==> src/safety_block_params.svh <==
// Purpose: Clock rate and times, register offsets, field positions and reset values of the
//          safety block monitor.
// Assumes: Included by its bare name from the design files.
// Notes:   Definitions only.
`ifndef SAFETY_BLOCK_PARAMS_SVH
`define SAFETY_BLOCK_PARAMS_SVH

// ****************************************************************
// Timing
// ****************************************************************
`define SBM_CLK_MHZ             100
`define SBM_OFF_FILTER_US       500
`define SBM_MISMATCH_US         10000
`define SBM_MONITOR_DEADLINE_MS 20

// ****************************************************************
// Register offsets (byte addresses)
// ****************************************************************
`define SBM_OFS_CONTROL   5'h00
`define SBM_OFS_LIMIT     5'h04
`define SBM_OFS_STATUS    5'h08
`define SBM_OFS_DEVIATION 5'h0C

// ****************************************************************
// Fields and reset values
// ****************************************************************
`define SBM_CTRL_CLEAR_SELECT_BIT 0
`define SBM_STAT_INPUT_A_BIT      0
`define SBM_STAT_INPUT_B_BIT      1
`define SBM_STAT_SAFE_BLOCK_BIT   2
`define SBM_STAT_BASE_BLOCK_BIT   3
`define SBM_STAT_RUNNING_BIT      4
`define SBM_STAT_MONITOR_BIT      5
`define SBM_STAT_OVERFLOW_BIT     6
`define SBM_STAT_TIMING_BIT       7
`define SBM_STAT_SERVO_ALARM_BIT  8
`define SBM_LIMIT_RESET           32'h0050_0000
`define SBM_CLEAR_SELECT_RESET    1'h0

`endif

==> src/safety_block_pkg.sv <==
// Purpose: Types shared by the safety block monitor files.
// Assumes: Nothing is imported; users write safety_block_pkg::name.
// Notes:   Numbers live in safety_block_params.svh.
package safety_block_pkg;

    typedef enum logic [1:0] {
        ST_BASE_BLOCK,
        ST_RUNNING,
        ST_HARD_WIRED_BASE_BLOCK
    } op_state_type;

    typedef struct packed {
        logic        ff1;
        logic        ff2;
        logic        ff3;
        logic        level;
        logic        on;
        logic [31:0] cnt;
    } qualifier_state_type;

    typedef struct packed {
        op_state_type       op;
        logic               clear_select;
        logic [31:0]        limit;
        logic signed [31:0] deviation;
        logic               ovf_alarm;
        logic               timing_alarm;
        logic [31:0]        mis_cnt;
        logic               ack;
        logic               waitreq;
        logic [31:0]        rdata;
        logic               monitor;
        logic               alarm_out;
        logic               display;
        logic               motor_en;
    } monitor_state_type;

endpackage : safety_block_pkg

==> src/safety_block_monitor.sv <==
// Purpose: Safety stop supervision of a servo drive with an Avalon-MM register slave.
// Assumes: Safety pins high means ON; position deltas come from logic on I_REF_CLK.
// Notes:   Every bus transfer takes two cycles; waitrequest drops in the second.
//
// The register addresses and the Avalon-MM interface to the registers were left to the implementer.
`include "safety_block_params.svh"

// How it works
// RULE_01 - The monitor output is on only while both safety stop inputs are off.
// RULE_02 - The monitor output follows an input change well within 20 ms.
// RULE_03 - In the safety block state the deviation is cleared or kept as the clear select says.
// RULE_04 - With clear select 1, host commands keep adding to the deviation in the safety block.
// RULE_05 - With clear select 1, the clear input zeroes the deviation in safety or base block.
// RULE_06 - A deviation beyond the limit raises the overflow alarm.
// RULE_07 - The servo alarm output stays off in the safety block state.
// RULE_08 - The host should stop sending position commands during the safety block.
// RULE_09 - The safety unit refuses reset and flags a failure if the monitor stays off.
// RULE_10 - The on/off state of both safety stop inputs can be read by software.
// RULE_11 - With both inputs off the safety block indication shows and the motor is disabled.
// RULE_12 - The host stops the motor and servo before the guard opens and restores it after.
// RULE_13 - Either input off places the drive in the safety block state.
// RULE_14 - Off pulses of 0.5 ms or less on either input are ignored.
// RULE_15 - Only one input changing raises the safety timing alarm.
// RULE_16 - Both inputs on with servo-on released leads to base block, then servo-on works.
// RULE_17 - Both inputs are synchronised before any decision uses them.
module safety_block_monitor #(
    parameter int OFF_FILTER_CYCLES = `SBM_OFF_FILTER_US * `SBM_CLK_MHZ,
    parameter int MISMATCH_CYCLES   = `SBM_MISMATCH_US * `SBM_CLK_MHZ
) (
    input  wire logic        I_REF_CLK,
    input  wire logic        I_RESETN,
    input  wire logic        I_SAFETY_STOP_INPUT_A,
    input  wire logic        I_SAFETY_STOP_INPUT_B,
    input  wire logic        I_SERVO_ON,
    input  wire logic        I_DEVIATION_CLEAR_INPUT,
    input  wire logic        I_DRIVE_FAULT,
    input  wire logic        I_POS_CMD_VALID,
    input  wire logic [15:0] I_POS_CMD_DELTA,
    input  wire logic        I_POS_FB_VALID,
    input  wire logic [15:0] I_POS_FB_DELTA,
    input  wire logic [4:0]  I_AVS_ADDRESS,
    input  wire logic        I_AVS_READ,
    input  wire logic        I_AVS_WRITE,
    input  wire logic [31:0] I_AVS_WRITEDATA,
    input  wire logic [3:0]  I_AVS_BYTEENABLE,
    output logic [31:0]      O_AVS_READDATA,
    output logic             O_AVS_WAITREQUEST,
    output logic             O_SAFETY_MONITOR_OUTPUT,
    output logic             O_SERVO_ALARM_OUTPUT,
    output logic             O_SAFETY_BLOCK_DISPLAY,
    output logic             O_MOTOR_ENABLE,
    output logic             O_HARD_WIRED_BASE_BLOCK,
    output logic             O_BASE_BLOCK_STATE,
    output logic             O_DEVIATION_OVERFLOW_ALARM,
    output logic             O_SAFETY_TIMING_ALARM
);

    localparam int DEADLINE_CYCLES = `SBM_MONITOR_DEADLINE_MS * 1000 * `SBM_CLK_MHZ;

    // The filter plus the synchroniser and output stages must fit the monitor deadline.
    if (OFF_FILTER_CYCLES < 1 || MISMATCH_CYCLES < 1 ||
        OFF_FILTER_CYCLES + 8 > DEADLINE_CYCLES) begin : g_bad_params // RULE_02
        $error("filter or mismatch count outside the usable range");
    end

    // ****************************************************************
    // Helpers
    // ****************************************************************
    function automatic logic [31:0] lane_merge(input logic [31:0] old_v,
                                               input logic [31:0] new_v,
                                               input logic [3:0]  be);
        logic [31:0] r;
        r = old_v;
        for (int i = 0; i < 4; i++) begin
            if (be[i]) begin
                r[i*8 +: 8] = new_v[i*8 +: 8];
            end
        end
        return r;
    endfunction : lane_merge

    function automatic logic [31:0] magnitude(input logic signed [31:0] v);
        return v[31] ? 32'(-v) : 32'(v);
    endfunction : magnitude

    // ****************************************************************
    // Input qualification
    // ****************************************************************
    logic f_a_on;
    logic f_b_on;
    logic f_servo_on;
    logic f_clear;

    safety_input_qualifier #(.OFF_FILTER_CYCLES(OFF_FILTER_CYCLES)) u_input_a (
        .i_clk    (I_REF_CLK),
        .i_resetn (I_RESETN),
        .i_pin    (I_SAFETY_STOP_INPUT_A),
        .o_on     (f_a_on)
    );
    safety_input_qualifier #(.OFF_FILTER_CYCLES(OFF_FILTER_CYCLES)) u_input_b (
        .i_clk    (I_REF_CLK),
        .i_resetn (I_RESETN),
        .i_pin    (I_SAFETY_STOP_INPUT_B),
        .o_on     (f_b_on)
    );
    safety_input_qualifier #(.OFF_FILTER_CYCLES(0)) u_servo_on (
        .i_clk    (I_REF_CLK),
        .i_resetn (I_RESETN),
        .i_pin    (I_SERVO_ON),
        .o_on     (f_servo_on)
    );
    safety_input_qualifier #(.OFF_FILTER_CYCLES(0)) u_clear (
        .i_clk    (I_REF_CLK),
        .i_resetn (I_RESETN),
        .i_pin    (I_DEVIATION_CLEAR_INPUT),
        .o_on     (f_clear)
    );

    // ****************************************************************
    // State
    // ****************************************************************
    safety_block_pkg::monitor_state_type st;
    safety_block_pkg::monitor_state_type next_st;

    logic signed [31:0] cmd_ext;
    logic signed [31:0] fb_ext;
    logic               ovf_set;
    logic               tim_set;
    logic               any_alarm;
    logic               do_write;
    logic [31:0]        status_word;
    logic [31:0]        ctrl_word;

    assign cmd_ext = {{16{I_POS_CMD_DELTA[15]}}, I_POS_CMD_DELTA};
    assign fb_ext  = {{16{I_POS_FB_DELTA[15]}}, I_POS_FB_DELTA};

    always_comb begin
        next_st   = st;
        ovf_set   = magnitude(st.deviation) > st.limit; // RULE_06
        tim_set   = st.mis_cnt == 32'(MISMATCH_CYCLES);
        any_alarm = st.ovf_alarm || st.timing_alarm || I_DRIVE_FAULT;
        do_write  = st.ack && I_AVS_WRITE;

        if (!f_a_on || !f_b_on) begin
            next_st.op = safety_block_pkg::ST_HARD_WIRED_BASE_BLOCK; // RULE_13
        end else begin
            unique case (st.op)
                safety_block_pkg::ST_HARD_WIRED_BASE_BLOCK: begin
                    if (!f_servo_on) begin
                        next_st.op = safety_block_pkg::ST_BASE_BLOCK; // RULE_16
                    end
                end
                safety_block_pkg::ST_BASE_BLOCK: begin
                    if (f_servo_on && !any_alarm) begin
                        next_st.op = safety_block_pkg::ST_RUNNING; // RULE_16
                    end
                end
                safety_block_pkg::ST_RUNNING: begin
                    if (!f_servo_on || any_alarm) begin
                        next_st.op = safety_block_pkg::ST_BASE_BLOCK;
                    end
                end
            endcase
        end

        if (st.op == safety_block_pkg::ST_HARD_WIRED_BASE_BLOCK && !st.clear_select) begin
            next_st.deviation = 32'sh0; // RULE_03
        end else if (st.op != safety_block_pkg::ST_RUNNING && st.clear_select && f_clear) begin
            next_st.deviation = 32'sh0; // RULE_05
        end else begin
            // Feedback only counts while the motor runs; blocked, commands pile up.
            next_st.deviation = st.deviation
                + (I_POS_CMD_VALID ? cmd_ext : 32'sh0)
                - ((I_POS_FB_VALID && st.op == safety_block_pkg::ST_RUNNING) ?
                   fb_ext : 32'sh0); // RULE_04
        end

        if (f_a_on != f_b_on) begin
            if (!tim_set) begin
                next_st.mis_cnt = st.mis_cnt + 32'h1; // RULE_15
            end
        end else begin
            next_st.mis_cnt = 32'h0;
        end

        status_word = 32'h0;
        status_word[`SBM_STAT_INPUT_A_BIT]     = f_a_on; // RULE_10
        status_word[`SBM_STAT_INPUT_B_BIT]     = f_b_on; // RULE_10
        status_word[`SBM_STAT_SAFE_BLOCK_BIT]  =
            st.op == safety_block_pkg::ST_HARD_WIRED_BASE_BLOCK;
        status_word[`SBM_STAT_BASE_BLOCK_BIT]  = st.op == safety_block_pkg::ST_BASE_BLOCK;
        status_word[`SBM_STAT_RUNNING_BIT]     = st.op == safety_block_pkg::ST_RUNNING;
        status_word[`SBM_STAT_MONITOR_BIT]     = st.monitor;
        status_word[`SBM_STAT_OVERFLOW_BIT]    = st.ovf_alarm;
        status_word[`SBM_STAT_TIMING_BIT]      = st.timing_alarm;
        status_word[`SBM_STAT_SERVO_ALARM_BIT] = st.alarm_out;

        // Alarms clear by writing one; a new event in the same cycle wins.
        next_st.ovf_alarm    = ovf_set || (st.ovf_alarm &&
            !(do_write && I_AVS_ADDRESS == `SBM_OFS_STATUS && I_AVS_BYTEENABLE[0] &&
              I_AVS_WRITEDATA[`SBM_STAT_OVERFLOW_BIT]));
        next_st.timing_alarm = tim_set || (st.timing_alarm &&
            !(do_write && I_AVS_ADDRESS == `SBM_OFS_STATUS && I_AVS_BYTEENABLE[0] &&
              I_AVS_WRITEDATA[`SBM_STAT_TIMING_BIT]));

        next_st.ack     = (I_AVS_READ || I_AVS_WRITE) && !st.ack;
        next_st.waitreq = !next_st.ack;
        if (!st.ack && I_AVS_READ) begin
            unique case (I_AVS_ADDRESS)
                `SBM_OFS_CONTROL:   next_st.rdata = {31'h0, st.clear_select};
                `SBM_OFS_LIMIT:     next_st.rdata = st.limit;
                `SBM_OFS_STATUS:    next_st.rdata = status_word;
                `SBM_OFS_DEVIATION: next_st.rdata = st.deviation;
                default:            next_st.rdata = 32'h0;
            endcase
        end
        ctrl_word = lane_merge({31'h0, st.clear_select}, I_AVS_WRITEDATA, I_AVS_BYTEENABLE);
        if (do_write && I_AVS_ADDRESS == `SBM_OFS_CONTROL) begin
            next_st.clear_select = ctrl_word[`SBM_CTRL_CLEAR_SELECT_BIT];
        end
        if (do_write && I_AVS_ADDRESS == `SBM_OFS_LIMIT) begin
            next_st.limit = lane_merge(st.limit, I_AVS_WRITEDATA, I_AVS_BYTEENABLE);
        end

        next_st.monitor   = !f_a_on && !f_b_on; // RULE_01
        next_st.display   = next_st.op == safety_block_pkg::ST_HARD_WIRED_BASE_BLOCK; // RULE_11
        next_st.motor_en  = next_st.op == safety_block_pkg::ST_RUNNING; // RULE_11
        next_st.alarm_out = (next_st.ovf_alarm || next_st.timing_alarm || I_DRIVE_FAULT) &&
                            next_st.op != safety_block_pkg::ST_HARD_WIRED_BASE_BLOCK; // RULE_07
    end

    always_ff @(posedge I_REF_CLK or negedge I_RESETN) begin
        if (!I_RESETN) begin
            st              <= '0;
            st.op           <= safety_block_pkg::ST_HARD_WIRED_BASE_BLOCK;
            st.display      <= 1'b1;
            st.waitreq      <= 1'b1;
            st.limit        <= `SBM_LIMIT_RESET;
            st.clear_select <= `SBM_CLEAR_SELECT_RESET;
        end else begin
            st <= next_st;
        end
    end

    assign O_AVS_READDATA             = st.rdata;
    assign O_AVS_WAITREQUEST          = st.waitreq;
    assign O_SAFETY_MONITOR_OUTPUT    = st.monitor;
    assign O_SERVO_ALARM_OUTPUT       = st.alarm_out;
    assign O_SAFETY_BLOCK_DISPLAY     = st.display;
    assign O_MOTOR_ENABLE             = st.motor_en;
    assign O_HARD_WIRED_BASE_BLOCK    = st.op == safety_block_pkg::ST_HARD_WIRED_BASE_BLOCK;
    assign O_BASE_BLOCK_STATE         = st.op == safety_block_pkg::ST_BASE_BLOCK;
    assign O_DEVIATION_OVERFLOW_ALARM = st.ovf_alarm;
    assign O_SAFETY_TIMING_ALARM      = st.timing_alarm;

    // ****************************************************************
    // Assertions
    // ****************************************************************
    logic [31:0] lag;
    always_ff @(posedge I_REF_CLK or negedge I_RESETN) begin
        if (!I_RESETN) begin
            lag <= 32'h0;
        end else if (st.monitor == (!I_SAFETY_STOP_INPUT_A && !I_SAFETY_STOP_INPUT_B)) begin
            lag <= 32'h0;
        end else begin
            lag <= lag + 32'h1;
        end
    end
endmodule : safety_block_monitor

==> src/safety_input_qualifier.sv <==
// Purpose: Brings one pin into the clock domain and rejects short off pulses.
// Assumes: Pin high means ON. OFF_FILTER_CYCLES of zero accepts an off level at once.
// Notes:   Output low after reset, so the drive starts in the safe state.
module safety_input_qualifier #(
    parameter int OFF_FILTER_CYCLES = 50000
) (
    input  wire logic i_clk,
    input  wire logic i_resetn,
    input  wire logic i_pin,
    output logic      o_on
);

    if (OFF_FILTER_CYCLES < 0) begin : g_bad_filter
        $error("OFF_FILTER_CYCLES must not be negative");
    end

    safety_block_pkg::qualifier_state_type st;
    safety_block_pkg::qualifier_state_type next_st;

    always_comb begin
        next_st     = st;
        next_st.ff1 = i_pin;
        next_st.ff2 = st.ff1;
        next_st.ff3 = st.ff2;
        if (st.ff2 == st.ff3) begin // RULE_17
            next_st.level = st.ff2;
        end
        if (st.level) begin
            next_st.on  = 1'b1;
            next_st.cnt = 32'h0;
        end else if (st.cnt >= 32'(OFF_FILTER_CYCLES)) begin // RULE_14
            next_st.on = 1'b0;
        end else begin
            next_st.cnt = st.cnt + 32'h1;
        end
    end

    always_ff @(posedge i_clk or negedge i_resetn) begin
        if (!i_resetn) begin
            st <= '0;
        end else begin
            st <= next_st;
        end
    end

    assign o_on = st.on;
endmodule : safety_input_qualifier

==> config.mk <==
export PLATFORM = sky130hd
export DESIGN_NAME = safety_block_monitor
export DESIGN_NICKNAME = d
export VERILOG_FILES = /design/src/safety_block_pkg.sv /design/src/safety_block_monitor.sv /design/src/safety_input_qualifier.sv
export VERILOG_INCLUDE_DIRS = /design/src /design/src/src
export SDC_FILE = /design/constraint.sdc
export NUM_CORES = 1
export LEC_CHECK = 0
export ABC_AREA = 0
export BUFFER_PORTS_ARGS = -buffer_cell sky130_fd_sc_hd__buf_4
export CORE_AREA = 2 2 219 221
export CTS_BUF_LIST = sky130_fd_sc_hd__clkbuf_4
export DETAILED_ROUTE_END_ITERATION = 8
export DIE_AREA = 0 0 221 223
export SLEW_MARGIN = 25
export SYNTH_ARGS = -nofsm -noshare
export SYNTH_HDL_FRONTEND = slang
export SYNTH_SLANG_ARGS = --single-unit
==> constraint.sdc <==
create_clock -name I_REF_CLK -period 4.2 [get_ports I_REF_CLK]
set_input_delay 0.21 -clock I_REF_CLK [delete_from_list [all_inputs] [get_ports I_REF_CLK]]
set_output_delay 0.21 -clock I_REF_CLK [all_outputs]
set_load 0.01 [all_outputs]
==> impl_metrics.ini <==
[sta]
final.period_utilization_pct = 94.75
whs_ns = 0.08680
tightest_slew_ns = 1.019
setup_violations = 0
hold_viol_final = 0
slew_viol_final = 0
setup-tns-final_ns = 0
fin_skew_ns = 0.04608
period_minus_slack_ns = 3.979
rsz0062_at_grt = false
max_freq_ghz = 0.2513
relSlewSlack_pct = 32.09

[power_and_ir_drop]
switchingPower_mw = 4.489
switching_share_pct = 43.59
p_leak_nw = 7.580
peakVddDrop_uv = 264.4
intPower_mw = 5.810
p_comb_share_pct = 51.3
p_clk_share_pct = 21.1
power_frac_seq_pct = 27.5
p_per_area_nw_per_um2 = 616.4

[placed_design]
portBuffers = 124
dp_hpwl_um = 28260
place_congestion = 0.8978
placedCellCount = 2150
dpl_cell_area_um2 = 15320

[clocking]
clk_path_buf_depth = 3
clock-sinks = 223
numCtsBuffers = 67
htree_num_levels = 3
clock_latency_ns = 0.74
clk_pin_slew_worst_paths_ns = 0.07
post_cts_buffers = 0
cts_resized = 0
cts-root-buf = clkbuf_4
tritoncts = built
postCtsHoldBufs = 52

[critical_path]
cp_cell_sequence = or4_4 -> nor4_4 -> nand3_2 -> or3_4 -> o31ai_4 -> xnor2_1 -> ha_1 -> nand4_1 -> nor4_1 -> buf_4 -> nand3_1 -> o21ai_0 -> a31oi_1
endpoint_kind = register
cp_max_fo = 6
cp.arrival_ns = 4.57
worst-setup-path-type = register to register
crit_slowest_cell = nor4_1
max_stage_delay_ns = 0.58
cp-start-kind = register
required_ns = 4.79

[global_route]
grt_pass1_vias = 11320
grtUsageTotal_pct = 15.60
grt_pass1_wl_um = 60890
grt_max_degree = 116
antenna_found_initial = 5
overflow = 0

[cells_and_area]
fillers = 4831
nets = 1844
stdcell_count = 2320
final_cell_area_um2 = 16710
fin_util_pct = 35.44
layout-drive-gt1-share_pct = 18.21
area_growth_syn_to_layout_pct = 19.96

[yosys]
synth_cell_types = 71
synth_seq_area_share_pct = 40.11
synth.most_common_cell = dfrtp_1
postSynthAreaPerCell_um2 = 9.385
netlist.area_leader.share_pct = 39.17
ys.flop_type = dfrtp_1
synth_top_area_cell = dfrtp_1
synth.net_count = 1672
async_reset_ff_share_pct = 100.0
netlist_instances = 1484
ys_ff_latch = 223
synth_edf_count = 0
mappedNetlistArea_um2 = 13930
yosys_warnings = 0
synthTopCellsByCount = dfrtp_1 (218), inv_1 (146), nand2_1 (142), nor2_1 (80), o21ai_0 (79)
synth.area.top_cells = dfrtp_1 (39%), ha_1 (6.6%), xnor2_1 (4.9%)

[route]
postRouteWirelength_um = 38460
via_per_inst = 4.898
ant_nets = 0
drt_iter0_markers = 785
drtPass1Iterations = 5
vias = 11360
routedWlPerCell_um = 16.58
drc = 0

[floorplan]
fp.dieW_um = 221
dieHeight_um = 223
fp.coreArea_um2 = 47150
io_pins = 125
initial_core_util_pct = 29.54
fp.dieArea_um2 = 49280
rows = 80

[hold_path]
hold_class = primary input to register

[flow_run]
maxCapViolations = 0

[status]
status = finished clean
-- per-layer routing --
metal  share of wire, %  GRT usage [%]
met1                 44          20.13
met2                 45          24.17
met3                7.1          4.754
met4                3.3          6.690
met5               0.11              0
-- layout by cell type, fill, tap and decap left out, drive strengths merged, types with 8 or more instances in the layout --
| cell type | Yosys | routed |
|---|---|---|
| xnor2 | 78 | 78 |
| clkinv | 0 | 12 |
| a21o | 16 | 16 |
| nor2b | 43 | 43 |
| ha | 73 | 73 |
| a21oi | 56 | 56 |
| o211ai | 10 | 10 |
| o31ai | 9 | 9 |
| dfrtp | 218 | 218 |
| o21ai | 80 | 80 |
| nand3 | 37 | 37 |
| nand4 | 34 | 34 |
| a21boi | 8 | 8 |
| a211oi | 11 | 11 |
| nand2b | 11 | 11 |
| and4 | 8 | 8 |
| inv | 146 | 149 |
| nor2 | 80 | 80 |
| and2 | 44 | 44 |
| nand2 | 142 | 142 |
| xor2 | 20 | 20 |
| buf | 32 | 143 |
| dlygate4sd3 | 0 | 52 |
| clkbuf | 60 | 98 |
| and3 | 11 | 11 |
| o21a | 11 | 11 |
| or3 | 11 | 11 |
| fa | 31 | 31 |
| a22oi | 32 | 32 |
| nor3 | 24 | 24 |
| nor4 | 35 | 35 |
| mux2 | 40 | 40 |
-- metrics by stage --
step / worst slack, ns / power, mW
4_1_cts: 0.2990 / 10.36
6_report: 0.2205 / 10.30
3_5_place_dp: 0.3265 / 8.044
3_3_place_gp: 0.3794 / 7.960
2_1_floorplan: 0.3557 / 6.628
5_1_grt: 0.007803 / 11.21
-- cell type report --
class / instances / area, µm² / area share, %
Tap cell: 615 / 769.5 / 4.606
Clock buffer: 98 / 735.7 / 4.404
Timing Repair Buffer: 195 / 1614 / 9.661
Inverter: 146 / 548.0 / 3.280
Clock inverter: 17 / 117.6 / 0.7040
Multi-Input combinational cell: 1023 / 7327 / 43.86
Antenna cell: 3 / 7.507 / 0.04493
Sequential cell: 223 / 5588 / 33.45
-- flip-flops by register name, indices dropped and copies added (netlist names), 2 cells and up --
| signal | cells |
|---|---|
| u_input_a.next_st | 2 |
| u_servo_on.next_st | 2 |
| u_clear.next_st | 2 |
| u_clear.st | 2 |
| u_input_b.next_st | 2 |
| u_servo_on.st | 2 |
| u_input_a.st | 34 |
| u_input_b.st | 34 |
| st | 100 |
| O_AVS_READDATA | 32 |
-- power by group through the flow --
stage	registers [mW]	logic (mW)	clock network [mW]
2_1_floorplan	2.65	3.98	0
5_1_grt	2.87	5.95	2.39
3_5_place_dp	2.88	5.17	0
3_3_place_gp	2.88	5.08	0
6_report	2.84	5.28	2.18
4_1_cts	2.84	5.25	2.28
-- critical path: cells and delay by family, from the launching register on --
| kind | cells | cell delay [ns] |
|---|---|---|
| AOI/OAI and AO/OA | 3 | 0.48 |
| xor gates and xnor gates | 1 | 0.09 |
| adders and majority gates | 1 | 0.32 |
| buffers and inverters | 1 | 0.22 |
| and+or+nand+nor | 7 | 2.21 |
| DFF | 1 | 0.50 |
-- final timing paths --
kind | to | cells after the start | from | slack, ns
setup / recovery | O_SERVO_ALARM_OUTPUT | 13 | st[77] | 0.22
hold / removal | st[103] | 5 | I_POS_FB_DELTA[15] | 0.09
setup reg to reg | O_SERVO_ALARM_OUTPUT | 13 | st[77] | 0.22
hold reg to reg | u_servo_on.next_st[34] | 0 | u_servo_on.next_st[35] | 0.34
max in group asynchronous | u_input_b.st[26] | 3 | I_RESETN | 3.01
min in group asynchronous | u_input_a.st[28] | 2 | I_RESETN | 0.17
-- kinds of logic (layout without fill, tap and decap cells) --
group	count (synthesis)	in the layout	synth area share, %
simple gates	506	506	19.14
compound gates	263	263	12.10
buf+inv	238	456	7.286
flops	223	223	40.11
fa+ha+maj	108	108	11.30
xor+xnor	98	98	6.163
mux	48	48	3.899
other cells	0	3	0
(Power assumes the default switching activity.)
